[config.mk]
export PLATFORM = sky130hd
export DESIGN_NAME = stsc_top
export DESIGN_NICKNAME = d
export VERILOG_FILES = /design/src/verilog/stsc_pkg.sv /design/src/verilog/stsc_top.sv
export SDC_FILE = /design/constraint.sdc
export NUM_CORES = 1
export LEC_CHECK = 0
export ABC_AREA = 1
export BUFFER_PORTS_ARGS = -buffer_cell sky130_fd_sc_hd__buf_2
export CORE_UTILIZATION = 45
export CTS_BUF_LIST = sky130_fd_sc_hd__clkbuf_2 sky130_fd_sc_hd__clkbuf_4 sky130_fd_sc_hd__clkbuf_8
export CTS_CLUSTER_SIZE = 14
export DETAILED_ROUTE_END_ITERATION = 10
export GPL_ROUTABILITY_DRIVEN = 1
export HOLD_SLACK_MARGIN = 0.06
export PLACE_DENSITY = 0.77
export SLEW_MARGIN = 20
export SYNTH_ARGS = -nofsm -noshare
export SYNTH_HDL_FRONTEND = slang
export SYNTH_SLANG_ARGS = --single-unit
[constraint.sdc]
create_clock -name clk_i -period 5.1 [get_ports clk_i]
set_clock_uncertainty 0.15 [all_clocks]
set_input_delay 0.255 -clock clk_i [delete_from_list [all_inputs] [get_ports clk_i]]
set_output_delay 0.255 -clock clk_i [all_outputs]
set_load 0.03 [all_outputs]
[src/verilog/stsc_pkg.sv]
// package: constants and types for scroll, tearing sync and power-level logic
// assumes one 50 MHz clock and a classic wishbone register port
package stsc_pkg;
  timeunit 1ns;
  timeprecision 1ns;
  localparam int unsigned CLK_HZ = 50000000;
  localparam logic [8:0] PANEL_ROWS = 9'h140;
  // command codes for reference; no register carries them, registers are decoded by byte offset
  localparam logic [7:0] CMD_SCROLL_DEF = 8'h33;
  localparam logic [7:0] CMD_SCROLL_START = 8'h37;
  // register byte offsets
  localparam logic [7:0] ADR_SCROLL_DEF0 = 8'h00;
  localparam logic [7:0] ADR_SCROLL_DEF1 = 8'h04;
  localparam logic [7:0] ADR_SCROLL_START = 8'h08;
  localparam logic [7:0] ADR_CTRL = 8'h0c;
  localparam logic [7:0] ADR_STATUS = 8'h10;
  localparam logic [7:0] ADR_MAP = 8'h14;
  // control register fields
  localparam int CTL_TEAR_ON = 0;
  localparam int CTL_TEAR_MODE = 1;
  localparam int CTL_ORDER = 2;
  localparam int CTL_SLEEP_OUT = 3;
  localparam int CTL_PARTIAL = 4;
  localparam int CTL_IDLE = 5;
  localparam int CTL_POWER_OK = 6;
  localparam logic [31:0] CTRL_RESET = 32'h0000_0000;
  // reset heights: full-screen scroll area
  localparam logic [8:0] TOP_FIXED_RST = 9'h000;
  localparam logic [8:0] SCROLL_AREA_RST = 9'h140;
  localparam logic [8:0] BOTTOM_FIXED_RST = 9'h000;
  // sync output timing
  localparam int unsigned LINE_LOW_US = 33;
  localparam int unsigned LINE_HIGH_US = 25;
  localparam int unsigned VBLANK_US = 1000;
  localparam int unsigned LINE_LOW_CYC = (LINE_LOW_US * (CLK_HZ / 1000000));
  localparam int unsigned LINE_HIGH_CYC = (LINE_HIGH_US * (CLK_HZ / 1000000));
  localparam int unsigned VBLANK_CYC = (VBLANK_US * (CLK_HZ / 1000000));
  localparam logic [8:0] PARTIAL_START_RST = 9'h000;
  localparam logic [8:0] PARTIAL_END_RST = 9'h13f;

  typedef enum logic [2:0] {
    STSC_LVL_NORMAL = 3'h1,
    STSC_LVL_PARTIAL = 3'h2,
    STSC_LVL_IDLE = 3'h3,
    STSC_LVL_PART_IDLE = 3'h4,
    STSC_LVL_SLEEP = 3'h5,
    STSC_LVL_OFF = 3'h6
  } stsc_level_t;

  typedef struct packed {
    logic [8:0] top_fixed_height;
    logic [8:0] scroll_area_height;
    logic [8:0] bottom_fixed_height;
    logic [8:0] scroll_start_line;
  } stsc_scroll_t;

  typedef struct packed {
    logic sync;
    logic refresh;
    logic [8:0] row;
    logic [8:0] mem_row;
  } stsc_scan_t;
endpackage : stsc_pkg

[src/verilog/stsc_top.sv]
// file: scroll mapping, tearing sync output and power level tracking
// assumes a wishbone master on clk_i; hw_reset_n_i is an asynchronous pin
// ------------------------------------------------------------
// ports and rule summary
// ------------------------------------------------------------
// What this block does
// - one rolling scroll, two scroll commands
// - heights summing 320 roll whole memory
// - bottom-to-top order swaps fixed areas
// - tearing on and off commands gate sync
// - tearing-on parameter picks sync mode
// - mode 1: high only in vblank
// - mode 2: vblank plus 320 line pulses
// - refresh only while sync line low
// - sleep-in holds sync output low
// - vertical low 13 ms, high 1000 us; the code's low is about 18.6 ms
// - line low 33 us, high 25-500 us
// - hardware reset beats chip select
// - power loss blanks until power-on
// - idle reduces colors to eight
// - partial drives only part of display
// - sleep stops oscillator, keeps memory
// - levels 1-5 by command, 6 unpowered
module stsc_top
  import stsc_pkg::*;
(
  // clock and reset
  input wire logic clk_i,
  input wire logic rst_i,
  input wire logic hw_reset_n_i,
  input wire logic chip_select_n_i,
  // wishbone slave
  input wire logic cyc_i,
  input wire logic stb_i,
  input wire logic we_i,
  input wire logic [7:0] adr_i,
  input wire logic [3:0] sel_i,
  input wire logic [31:0] dat_i,
  output logic [31:0] dat_o,
  output logic ack_o,
  // panel side
  output logic tear_sync_o,
  output logic refresh_o,
  output logic [8:0] panel_row_o,
  output logic [8:0] mem_row_o,
  output logic color_reduce_o,
  output logic row_drive_o,
  output logic osc_run_o,
  output logic blank_o,
  output logic [2:0] power_level_o
);
  timeunit 1ns;
  timeprecision 1ns;
  // ------------------------------------------------------------
  // reset pin synchroniser
  // ------------------------------------------------------------
  logic hwr_meta_ff, hwr_sync_ff;
  logic cs_meta_ff, cs_sync_ff;
  // chip select is a pin too, so it takes the same two flops
  always_ff @(posedge clk_i) begin
    hwr_meta_ff <= hw_reset_n_i;
    hwr_sync_ff <= hwr_meta_ff;
    cs_meta_ff <= chip_select_n_i;
    cs_sync_ff <= cs_meta_ff;
  end
  // pin reset overrides bus access regardless of chip select
  logic srst;
  assign srst = rst_i | ~hwr_sync_ff;
  // ------------------------------------------------------------
  // register file
  // ------------------------------------------------------------
  stsc_scroll_t scroll_ff;
  logic [31:0] ctrl_ff;
  logic [8:0] part_start_ff, part_end_ff;
  logic ack_ff;
  logic wr_en, acc;
  // chip select only gates bus access, never reset
  assign acc = cyc_i & stb_i & ~ack_ff & ~cs_sync_ff;
  // a write lands on the edge that sees ack high, when the cycle is sure
  // to complete; read data is already registered by then
  assign wr_en = cyc_i & stb_i & ack_ff & we_i & sel_i[0] & ~cs_sync_ff;
  always_ff @(posedge clk_i) begin
    if (rst_i) begin
      ack_ff <= 1'b0;
    end else begin
      ack_ff <= cyc_i & stb_i & ~ack_ff;
    end
  end
  // ack comes even with chip select high, so a master never hangs
  assign ack_o = ack_ff;
  // scroll definition (33h) and start line (37h) registers
  always_ff @(posedge clk_i) begin
    if (srst) begin
      scroll_ff <= '{TOP_FIXED_RST, SCROLL_AREA_RST, BOTTOM_FIXED_RST, 9'h000};
    end else if (wr_en) begin
      case (adr_i)
        ADR_SCROLL_DEF0: begin
          scroll_ff.top_fixed_height <= dat_i[8:0];
          scroll_ff.scroll_area_height <= dat_i[24:16];
        end
        ADR_SCROLL_DEF1: scroll_ff.bottom_fixed_height <= dat_i[8:0];
        ADR_SCROLL_START: scroll_ff.scroll_start_line <= dat_i[8:0];
        default: ;
      endcase
    end
  end
  always_ff @(posedge clk_i) begin
    if (srst) begin
      ctrl_ff <= CTRL_RESET;
      part_start_ff <= PARTIAL_START_RST;
      part_end_ff <= PARTIAL_END_RST;
    end else if (wr_en) begin
      if (adr_i == ADR_CTRL) begin
        ctrl_ff <= {25'h0, dat_i[6:0]};
      end
      if (adr_i == ADR_MAP) begin
        part_start_ff <= dat_i[8:0];
        part_end_ff <= dat_i[24:16];
      end
    end
  end
  // ------------------------------------------------------------
  // power level
  // ------------------------------------------------------------
  logic sleep_in, powered;
  stsc_level_t level;
  // level is derived, not stored: it always tracks the control bits
  assign powered = ctrl_ff[CTL_POWER_OK];
  assign sleep_in = ~ctrl_ff[CTL_SLEEP_OUT];
  always_comb begin
    if (!powered) begin
      level = STSC_LVL_OFF;
    end else if (sleep_in) begin
      level = STSC_LVL_SLEEP;
    end else begin
      case ({ctrl_ff[CTL_IDLE], ctrl_ff[CTL_PARTIAL]})
        2'b00: level = STSC_LVL_NORMAL;
        2'b01: level = STSC_LVL_PARTIAL;
        2'b10: level = STSC_LVL_IDLE;
        default: level = STSC_LVL_PART_IDLE;
      endcase
    end
  end
  // ------------------------------------------------------------
  // scan timing
  // ------------------------------------------------------------
  typedef enum logic [1:0] {ST_VBLANK, ST_LINE_LOW, ST_LINE_HIGH} stsc_state_t;
  stsc_state_t state_ff;
  logic [15:0] cnt_ff;
  logic [8:0] row_ff;
  logic scan_run;
  // oscillator off in sleep: scan is held at the start of vblank and restarts there
  assign scan_run = powered & ~sleep_in;
  // ------------------------------------------------------------
  // microsecond tick
  // ------------------------------------------------------------
  // one enable pulse per microsecond paces all scan counters; the divider
  // restarts with the scan so every period is a whole number of ticks
  localparam int unsigned TICK_DIV = CLK_HZ / 1000000;
  logic [5:0] div_ff;
  logic us_tick;
  assign us_tick = (div_ff == 6'(TICK_DIV - 1));
  always_ff @(posedge clk_i) begin
    if (srst || !scan_run || us_tick) begin
      div_ff <= 6'h00;
    end else begin
      div_ff <= div_ff + 6'h01;
    end
  end
  always_ff @(posedge clk_i) begin
    if (srst || !scan_run) begin
      state_ff <= ST_VBLANK;
      cnt_ff <= 16'h0000;
      row_ff <= 9'h000;
    end else if (us_tick) begin
      case (state_ff)
        ST_VBLANK: begin
          if (cnt_ff == 16'(VBLANK_US - 1)) begin
            cnt_ff <= 16'h0000;
            row_ff <= 9'h000;
            state_ff <= ST_LINE_LOW;
          end else begin
            cnt_ff <= cnt_ff + 16'h0001;
          end
        end
        ST_LINE_LOW: begin
          if (cnt_ff == 16'(LINE_LOW_US - 1)) begin
            cnt_ff <= 16'h0000;
            state_ff <= ST_LINE_HIGH;
          end else begin
            cnt_ff <= cnt_ff + 16'h0001;
          end
        end
        ST_LINE_HIGH: begin
          if (cnt_ff == 16'(LINE_HIGH_US - 1)) begin
            cnt_ff <= 16'h0000;
            if (row_ff == PANEL_ROWS - 9'h001) begin
              state_ff <= ST_VBLANK;
            end else begin
              row_ff <= row_ff + 9'h001;
              state_ff <= ST_LINE_LOW;
            end
          end else begin
            cnt_ff <= cnt_ff + 16'h0001;
          end
        end
        default: state_ff <= ST_VBLANK;
      endcase
    end
  end
  // 320 lines of 58 us give about 18.6 ms of vertical low time
  // ------------------------------------------------------------
  // scroll mapping
  // ------------------------------------------------------------
  logic [8:0] upper_fixed, lower_fixed, area_end, offs, wrap, mapped;
  logic [9:0] sum_off;
  // bottom-to-top order exchanges the two fixed areas
  assign upper_fixed = ctrl_ff[CTL_ORDER] ? scroll_ff.bottom_fixed_height
                                          : scroll_ff.top_fixed_height;
  assign lower_fixed = ctrl_ff[CTL_ORDER] ? scroll_ff.top_fixed_height
                                          : scroll_ff.bottom_fixed_height;
  // fixed areas pass panel rows straight through to memory rows
  assign area_end = PANEL_ROWS - lower_fixed;
  assign offs = row_ff - upper_fixed;
  // start line is a memory row inside the scroll area; sum < 320 left undefined
  assign sum_off = {1'b0, scroll_ff.scroll_start_line} + {1'b0, offs};
  assign wrap = (sum_off >= {1'b0, area_end}) ?
                9'(sum_off - {1'b0, scroll_ff.scroll_area_height}) : sum_off[8:0];
  always_comb begin
    if (row_ff < upper_fixed || row_ff >= area_end) begin
      mapped = row_ff;
    end else begin
      mapped = wrap;
    end
  end
  // ------------------------------------------------------------
  // outputs
  // ------------------------------------------------------------
  logic in_part, drive_now, sync_now;
  // in partial mode, rows outside the partial window get no refresh pulse
  assign in_part = (row_ff >= part_start_ff) && (row_ff <= part_end_ff);
  assign drive_now = (state_ff == ST_LINE_LOW) & scan_run &
                     (~ctrl_ff[CTL_PARTIAL] | in_part);
  // sync and refresh share one register stage, so their edges line up
  always_comb begin
    if (!ctrl_ff[CTL_TEAR_ON] || !scan_run) begin
      sync_now = 1'b0;
    end else if (ctrl_ff[CTL_TEAR_MODE]) begin
      sync_now = (state_ff != ST_LINE_LOW);
    end else begin
      sync_now = (state_ff == ST_VBLANK);
    end
  end
  always_ff @(posedge clk_i) begin
    if (srst) begin
      tear_sync_o <= 1'b0;
      refresh_o <= 1'b0;
      panel_row_o <= 9'h000;
      mem_row_o <= 9'h000;
      color_reduce_o <= 1'b0;
      row_drive_o <= 1'b0;
      osc_run_o <= 1'b0;
      blank_o <= 1'b1;
      power_level_o <= 3'h6;
    end else begin
      tear_sync_o <= sync_now;
      refresh_o <= drive_now;
      panel_row_o <= row_ff;
      mem_row_o <= mapped;
      color_reduce_o <= ctrl_ff[CTL_IDLE];
      row_drive_o <= scan_run;
      osc_run_o <= scan_run;
      blank_o <= ~powered;
      power_level_o <= level;
    end
  end
  // ------------------------------------------------------------
  // read back
  // ------------------------------------------------------------
  // status is a snapshot; the scan moves on right after it is taken
  always_ff @(posedge clk_i) begin
    if (rst_i) begin
      dat_o <= 32'h0000_0000;
    end else if (acc && !we_i) begin
      case (adr_i)
        ADR_SCROLL_DEF0: dat_o <= {7'h0, scroll_ff.scroll_area_height,
                                   7'h0, scroll_ff.top_fixed_height};
        ADR_SCROLL_DEF1: dat_o <= {23'h0, scroll_ff.bottom_fixed_height};
        ADR_SCROLL_START: dat_o <= {23'h0, scroll_ff.scroll_start_line};
        ADR_CTRL: dat_o <= ctrl_ff;
        ADR_STATUS: dat_o <= {5'h0, level, 2'h0, state_ff, 1'b0, mapped, row_ff, sync_now};
        ADR_MAP: dat_o <= {7'h0, part_end_ff, 7'h0, part_start_ff};
        default: dat_o <= 32'h0000_0000;
      endcase
    end
  end
endmodule : stsc_top

# Word level (Yosys, flattened, before mapping)

Index checks and enable logic that the tools add are counted.

Flip-flop bits (word level): 157
Bits of input ports: 51
Output and inout bits: 60

Add/sub/neg operators: 7
Order comparisons: 5
Equal/unequal tests: 19
Muxes and demuxes: 23
Bitwise gates (word level): 17
Reductions and logical operators: 22

Operators with widths:

| operator                | number |
|---|---|
| $pmux W27 S6            | 1 |
| $mux W9                 | 7 |
| $mux W16                | 3 |
| $pmux W16 S3            | 1 |
| $ge A9 B9 Y1            | 2 |
| $pmux W9 S2             | 1 |
| $sub A9 B9 Y9           | 2 |
| $add A16 B1 Y16 const B | 1 |
| $eq A16 B10 Y1 const B  | 1 |
| $eq A16 B5 Y1 const B   | 1 |
| $eq A16 B6 Y1 const B   | 1 |
| $eq A8 B4 Y1 const B    | 2 |
| $eq A8 B5 Y1 const B    | 2 |
| $reduce_and A2 Y1       | 6 |
| $add A9 B9 Y10          | 1 |
| $and A1 B1 Y1           | 10 |
| $ge A10 B9 Y1           | 1 |
| $add A9 B1 Y9 const B   | 1 |
| $eq A9 B9 Y1 const B    | 1 |
| $le A9 B9 Y1            | 1 |
| $lt A9 B9 Y1            | 1 |
| $pmux W3 S3             | 1 |
| $sub A9 B9 Y9 const A   | 1 |
| $eq A8 B3 Y1 const B    | 1 |
| other kinds (21)        | 43 |

# Longest topological paths before layout

Gate-level depths: netlist of run 1.

Word-level depth: 7
Gate-level depth with buffers: 36
Gate-level depth less buffers: 33

# Worst setup path before layout of run 1

Ideal clock, no wire load.

Path type: register -> register
Start: register ctrl_ff[2]
End: register dat_o[17]
Library setup time: 0.070 ns
Arrival: 4.594 ns
Data required time: 4.880 ns
Slack: 0.285 ns
Stages on the path, launching flop included: 34
Clock period less this slack: 4.815 ns
Path through: dfxtp_1 -> buf_2 -> clkbuf_1 -> clkbuf_1 -> clkbuf_1 -> o21ai_0 -> ha_1 -> nand2_1 -> o21ai_0 -> nand3_1 -> nand2_1 -> xnor2_1 -> inv_1 -> ha_1 -> a21oi_1 -> a21boi_0 -> nand2_1 -> xor2_1 -> ha_1 -> nand2_1 -> nor2_1 -> nand2_1 -> nand2_1 -> nor2_1 -> nand2_1 -> nand2_1 -> nand3_2 -> inv_2 -> nand2_1 -> nand3_1 -> nand3_1 -> nand2_1 -> nand2_1 -> a21oi_1

Cells in the longest elaborated chain, start to end: 7
Elaborated cells on any way between the ends: 13
Classes of those cells: add/sub: 4; order compare: 3; mux: 5; reduce/logical: 1

RTL lines:

| element                                               | line                             | RTL |
|---|---|---|
| from (decl)                                           | stsc_top.sv:73                   | `logic [31:0] ctrl_ff;` |
| from (signal assigned)                                | stsc_top.sv:114                  | `ctrl_ff <= {25'h0, dat_i[6:0]};` |
| $mux W9                                               | stsc_top.sv:218                  | `assign upper_fixed = ctrl_ff[CTL_ORDER] ? scroll_ff.bottom_fixed_height` |
| $sub A9 B9 Y9                                         | stsc_top.sv:224                  | `assign offs = row_ff - upper_fixed;` |
| $add A9 B9 Y10                                        | stsc_top.sv:226                  | `assign sum_off = {1'b0, scroll_ff.scroll_start_line} + {1'b0, offs};` |
| $sub A9 B9 Y9 / $ge A10 B9 Y1 (equally long branches) | stsc_top.sv:228, stsc_top.sv:227 |  |
| $mux W9                                               | stsc_top.sv:227                  | `assign wrap = (sum_off >= {1'b0, area_end}) ?` |
| $mux W9 (*)                                           | stsc_top.sv:230                  | `if (row_ff < upper_fixed \|\| row_ff >= area_end) begin` |
| $pmux W27 S6 (*)                                      | stsc_top.sv:285                  | `case (adr_i)` |
| to (signal assigned)                                  | stsc_top.sv:286                  | `ADR_SCROLL_DEF0: dat_o <= {7'h0, scroll_ff.scroll_area_height,` |
| to (signal assigned)                                  | stsc_top.sv:288                  | `ADR_SCROLL_DEF1: dat_o <= {23'h0, scroll_ff.bottom_fixed_height};` |
| to (signal assigned)                                  | stsc_top.sv:289                  | `ADR_SCROLL_START: dat_o <= {23'h0, scroll_ff.scroll_start_line};` |
| to (decl)                                             | stsc_top.sv:39                   | `output logic [31:0] dat_o,` |

Mark *: on every way between the ends. The rest lies on a longest branch, timed or not.
A chain may end at the register's enable or synchronous reset.

# Worst setup path after layout of run 1

Start: register ctrl_ff[2]
End: register dat_o[16]

The elaborated chain is that of the path after synthesis.

==> results by group, run 1 <==
Global route
  • Number of global-route vias before repair: 7,871
  • Gr usage total: 26.4%
  • Grt total ovfl: 0
  • Largest net degree at the start of global routing: 51
  • Initial antenna violation count: 0
  • First-pass GRT wire length: 40,700 um

Synthesis
  • Post-synth top area cell: dfxtp_1
  • Post-synthesis adder-cell area fraction: 11.3%
  • EDFF count, synth: 0
  • Asr flop ratio synth: 0%
  • #FFs+latches synth: 152
  • Post-synth top flop: dfxtp_1
  • Xor-xnor portion of the synthesized cell area: 2.78%
  • Compound-Gate Fraction of Synth Area: 18.8%
  • Synth Area in Simple Gates: 23.9%
  • Mux contribution to synthesized area: 0%
  • Sequential area share after synthesis: 34.6%
  • Largest family of logic cells by synthesized area: simple AND/OR/NAND/NOR gates
  • Cell count after synthesis: 1,200
  • Main area contributors after synthesis: dfxtp_1 35%, ha_1 11%, nand2_1 9.8%, a21oi_1 7.3%, inv_1 6.0%
  • Avg Cell Area, Syn: 7.34 um2
  • YS warnings: 0
  • Mapped cell area: 8810 um2
  • Yosys cell types: 61
  • Share of the synthesized area in the top cell type: 34.6%

Pwr
  • Worst IR Drop VDD: 233 uV
  • Net Sw Frac: 22.8%
  • P_sw: 0.545 mW
  • Reg power frac: 49.9%
  • Power share of the clock group: 46.6%
  • Cell Pwr Density: 233 nW/um2
  • Total Power: 2.39 mW
  • Combinational Power Share: 3.5%
  • Int Power: 1.84 mW
  • Leak pwr: 4.59 nW

Finish
  • Commonest non-fill, non-tap cell in the layout: nand2_1
  • FILL cells: 1,795
  • Final nets: 1,442
  • Area Overhead vs Synth: 16.5%
  • Register area: 3040 um2
  • Share of layout cells above drive strength 1: 13.7%
  • Final Cell Area: 10,300 um2
  • Commonest cells after routing, fill and taps aside: 228 x nand2_1, 151 x dfxtp_1, 141 x inv_1
  • Area occupied by multi-input gates: 5040 um2
  • Finished Layout Cells: 1,585
  • Diodes inserted: 0

Timing
  • Fmax: 214 MHz
  • Slew Viols, Final: 0
  • Fin crit share: 91.7%
  • Rel. slew slack: 41.7%
  • Final hold vios: 0
  • Setup-failing EPs final: 0
  • Fin crit period: 4.68 ns
  • Worst-margin pin slew: 0.872 ns

Critical path
  • Max FO, Critical Path: 10
  • Critical Path End Type: flop
  • Critical path required time: 5.35 ns
  • CP peak stage delay: 0.44 ns
  • Crit path kind: reg2reg
  • Arrival time worst endpoint: 4.93 ns
  • CP Launch Type: flop
  • Worst path slowest cell: fa_1
  • Cell mode on critical path: nand2_1

Die
  • Die width: 142 um
  • I/O pins: 111
  • # rows: 50
  • Die area: 20,100 um2
  • Die Ht: 142 um
  • Initial Util: 46.5%
  • Core region area: 19,000 um2

Clocking
  • Sink Count: 152
  • CTS buffer count: 17
  • CTS tree: yes
  • CTS Root Cell: clkbuf_8
  • Clock buffer depth: 2
  • Clock Latency Late Sink: 0.47 ns
  • Worst-path clk slew: 0.09 ns
  • H-Tree Depth: 4

Routing
  • DRT Pass-1 Iters: 5
  • Routed WL: 25,700 um
  • # DRC: 0
  • Via count: 8,664
  • Final ANT Viol Nets: 0
  • DR WL/cell: 16.2 um
  • DR vias/cell: 5.47
  • Starting DRT DRC Count: 681

Place
  • Number of buffers added on ports: 88
  • Placer Congestion: 0.936
  • Dpl hpwl: 19,500 um
  • Placed insts: 1,529
  • Post-DP Area: 9510 um2

Run
  • Max Cap Viol: 0

Run status
  • Status: completed

Min path
  • Worst hold path type: in2reg
[Yosys cell counts, types with 2 or more instances]
| cell type | n |
|---|---|
| a21oi_1 | 128 |
| nand3b_1 | 5 |
| inv_1 | 141 |
| o31ai_4 | 2 |
| a211oi_1 | 8 |
| nand4_1 | 13 |
| dfxtp_1 | 152 |
| inv_2 | 9 |
| nor3b_1 | 2 |
| o22ai_1 | 17 |
| o21a_1 | 3 |
| nor2_4 | 3 |
| and3_1 | 3 |
| a221oi_1 | 2 |
| o21ai_0 | 98 |
| fa_1 | 3 |
| clkinv_1 | 2 |
| nor3_4 | 2 |
| o211ai_1 | 15 |
| nand2_1 | 229 |
| o221ai_1 | 3 |
| or2_2 | 2 |
| xor2_1 | 15 |
| a21boi_0 | 2 |
| nand3_2 | 2 |
| o311ai_0 | 2 |
| clkbuf_1 | 21 |
| xnor2_1 | 13 |
| nor2_2 | 4 |
| nor4_1 | 6 |
| buf_2 | 6 |
| nand2_2 | 4 |
| nand3_1 | 47 |
| a21o_1 | 2 |
| nor3_1 | 12 |
| nor3_2 | 6 |
| buf_4 | 7 |
| nor4_4 | 2 |
| ha_1 | 75 |
| nor2_1 | 111 |
[cells by family after synthesis]
group / Yosys count
DFF: 152
xor gates and xnor gates: 28
other: 1
AOI/OAI and AO/OA: 292
buffers and inverters: 189
and+or+nand+nor: 460
adders and majority gates: 78
[through the flow]
step           hold WS, ns  utilization, %  worst slack, ns  TNS [ns]
6_report            0.0796            54.1            0.421         0
4_1_cts             0.0647            54.0            0.258         0
3_3_place_gp         0.162            50.2            0.357         0
2_1_floorplan        0.133               -            0.285         0
3_5_place_dp         0.169            50.2            0.314         0
5_1_grt             0.0929            54.1         -0.00215  -0.00215
[registers in the layout (all words and copies together) (netlist names), 2 cells and up]
name,count
cnt_ff,16
ctrl_ff,7
dat_o,27
div_ff,6
mem_row_o,9
panel_row_o,9
part_end_ff,9
part_start_ff,9
power_level_o,3
row_ff,9
scroll_ff,36
state_ff,2
[critical path, delay by kind of cell, from the launching register on]
kind / cells / cell delay [ns]
and+or+nand+nor: 16 / 1.32
adders and majority gates: 3 / 1.05
AOI/OAI and AO/OA: 5 / 0.87
buffers and inverters: 4 / 0.47
DFF: 1 / 0.37
xor gates and xnor gates: 2 / 0.35
[per-layer routing]
metal,share of wire [%],track usage (%),up-vias
li1,-,-,4240
met1,40,33.3,3988
met2,46,43.0,367
met3,9.3,5.70,69
met4,4.0,11.9,0
met5,0,0,-
[final timing paths]
check	to	from	cells after the start	slack, ns
setup reg to reg	dat_o[16]	ctrl_ff[2]	30	0.42
hold / removal	dat_o[0]	adr_i[2]	4	0.08
setup / recovery	dat_o[16]	ctrl_ff[2]	30	0.42
hold reg to reg	hwr_sync_ff	hwr_meta_ff	0	0.19
[what timing repair did]
item / in CTS / in global routing
hold buffers: 24 / 0
gates resized for setup: 0 / 6
setup endpoints to repair: 0 / 17
hold endpoints to repair: 66 / 0
buffers inserted: 0 / 1
[layout make-up]
class                   count  area share [%]
clock inverters            11            2.04
flip-flops and latches    152            29.7
clock buffers              20            2.62
inverters                 153            5.65
multi-input cells         863            49.1
repair buffers            126            7.70
well taps                 260            3.17
[power groups by stage]
stage / logic (mW) / clock network (mW) / registers [mW]
after detailed placement: 0.0677 / 0 / 1.22
after global placement: 0.0670 / 0 / 1.22
after floorplan: 0.0342 / 0 / 1.22
after global routing: 0.0899 / 1.18 / 1.19
final: 0.0840 / 1.11 / 1.19
after CTS: 0.0820 / 1.13 / 1.19
(Power assumes the default switching activity.)
==> run 2, diff against run 1 <==
- CORE_MARGIN: default -> 4
==> results by group, run 2 (same netlist as run 1, synthesis figures left out) <==
Pwr
  • Total Power: 2.20 mW
  • Cell Pwr Density: 216 nW/um2
  • Worst IR Drop VDD: 248 uV
  • Leak pwr: 4.55 nW

Critical path
  • Critical Path End Type: flop
  • Max FO, Critical Path: 15
  • Worst path slowest cell: fa_1
  • CP Launch Type: flop
  • Arrival time worst endpoint: 4.85 ns
  • Critical path required time: 5.36 ns
  • Cell mode on critical path: nand2_1
  • CP peak stage delay: 0.44 ns
  • Crit path kind: reg2reg
  • R2R depth: 29

Clocking
  • CTS tree: yes
  • Clock Latency Late Sink: 0.47 ns
  • CTS buffer count: 17
  • Post-CTS setup buffer count: 0
  • Sink Count: 152
  • Worst-path clk slew: 0.09 ns
  • CTS Root Cell: clkbuf_8
  • Clock buffer depth: 2
  • H-Tree Depth: 4

Global route
  • Largest net degree at the start of global routing: 53
  • Initial antenna violation count: 0
  • Gr usage total: 23.0%
  • First-pass GRT wire length: 40,000 um
  • Grt total ovfl: 0
  • Number of global-route vias before repair: 7,867

Finish
  • Commonest cells after routing, fill and taps aside: 229 x nand2_1, 151 x dfxtp_1, 141 x inv_1
  • Area occupied by multi-input gates: 5030 um2
  • Diodes inserted: 0
  • Core Util, Final: 53.6%
  • Share of layout cells above drive strength 1: 13.7%
  • Number of flip-flops under the largest register name: 36
  • Commonest non-fill, non-tap cell in the layout: nand2_1
  • Final nets: 1,442
  • Area Overhead vs Synth: 15.4%
  • Most flops, register: scroll_ff
  • FILL cells: 1,788
  • Top flop regs: scroll_ff x36, dat_o x27, cnt_ff x16
  • Register area: 3050 um2

Routing
  • Met2 WL post-DR: 11,500 um
  • DR WL/cell: 16.0 um
  • DRT Pass-1 Iters: 5
  • Final ANT Viol Nets: 0
  • DR vias/cell: 5.36
  • Starting DRT DRC Count: 599
  • DRT met1 WL: 10,700 um
  • Top routing layer used: met4
  • # DRC: 0
  • Routed wl met3: 2040 um
  • Routed WL: 25,300 um
  • Via count: 8,505

Timing
  • Fin Setup TNS: 0 ns
  • Setup-failing EPs final: 0
  • Hold WS: 0.0935 ns
  • Fin crit period: 4.59 ns
  • RSZ-0062 raised after global routing: false
  • Slew Viols, Final: 0
  • Rel. slew slack: 42.9%
  • Fmax: 218 MHz
  • Worst-margin pin slew: 0.854 ns
  • Fin crit share: 90.1%
  • Final hold vios: 0

Min path
  • Hold path cells: 4
  • Worst hold path type: in2reg

Run
  • Max Cap Viol: 0

Place
  • Number of buffers added on ports: 88
  • Placer Congestion: 0.948
  • Dpl hpwl: 19,600 um

Die
  • Initial Util: 46.5%
  • Die area: 21,900 um2
  • Core region area: 19,000 um2
  • # rows: 50
  • Die width: 148 um
  • Die Ht: 148 um
  • I/O pins: 111

Run status
  • Status: completed
==> run 2: changes by cell type in the layout (fill, tap and decap cells not counted), sizes merged <==
cell / before / now
bufinv: 5 / 1
inv: 155 / 158
clkinv: 3 / 5
clkbuf: 20 / 19
clkinvlp: 1 / 2
==> run 2: stage by stage <==
stage	instances	area, um2	setup slack, ns
finish	1586	10200	0.507
detailed placement	1530	9520	0.240
floorplan	1204	8820	0.285
global placement	1530	9520	0.326
global route	1586	10200	0.0168
CTS	1586	10200	0.211
==> run 2: power breakdown <==
| group | total (mW) | switching (mW) | internal (mW) |
|---|---|---|---|
| Combinational | 0.0846 | 0.0546 | 0.0300 |
| Clock | 0.922 | 0.503 | 0.420 |
| Sequential | 1.19 | 0.00206 | 1.19 |
| Total | 2.20 | 0.559 | 1.64 |
==> run 2: critical path: cells and delay by family, from the launching register on <==
kind	cells	cell delay [ns]
AND/OR/NAND/NOR	16	1.36
buffers and inverters	3	0.32
flip-flops	1	0.40
adder cells (fa/ha/maj)	3	1.09
AO/OA/AOI/OAI	5	0.94
XOR/XNOR	2	0.28
==> run 2: routing by layer <==
layer / vias up / GRT usage (%)
met5: - / 0
met4: 0 / 10.7
met3: 77 / 4.78
met2: 302 / 37.2
met1: 3874 / 29.5
li1: 4252 / -
==> run 2: worst paths after layout <==
| path | start | to | slack, ns |
|---|---|---|---|
| hold reg to reg | hwr_meta_ff | hwr_sync_ff | 0.19 |
| setup reg to reg | ctrl_ff[2] | dat_o[17] | 0.51 |
| hold / removal | adr_i[2] | dat_o[0] | 0.09 |
| setup / recovery | ctrl_ff[2] | dat_o[17] | 0.51 |
==> run 2: final cells by class <==
class,instances,area share [%]
multi-input combinational,863,49.5
sequential,152,30.0
timing repair buffer,126,7.77
inverter,153,5.70
tap,260,3.20
clock buffer,19,2.51
clock inverter,13,1.35
==> run 2: repair_timing <==
action,CTS,global route
endpoints found under the hold margin,70,0
resized for setup,0,5
setup endpoints to repair,0,18
hold buffers,24,0
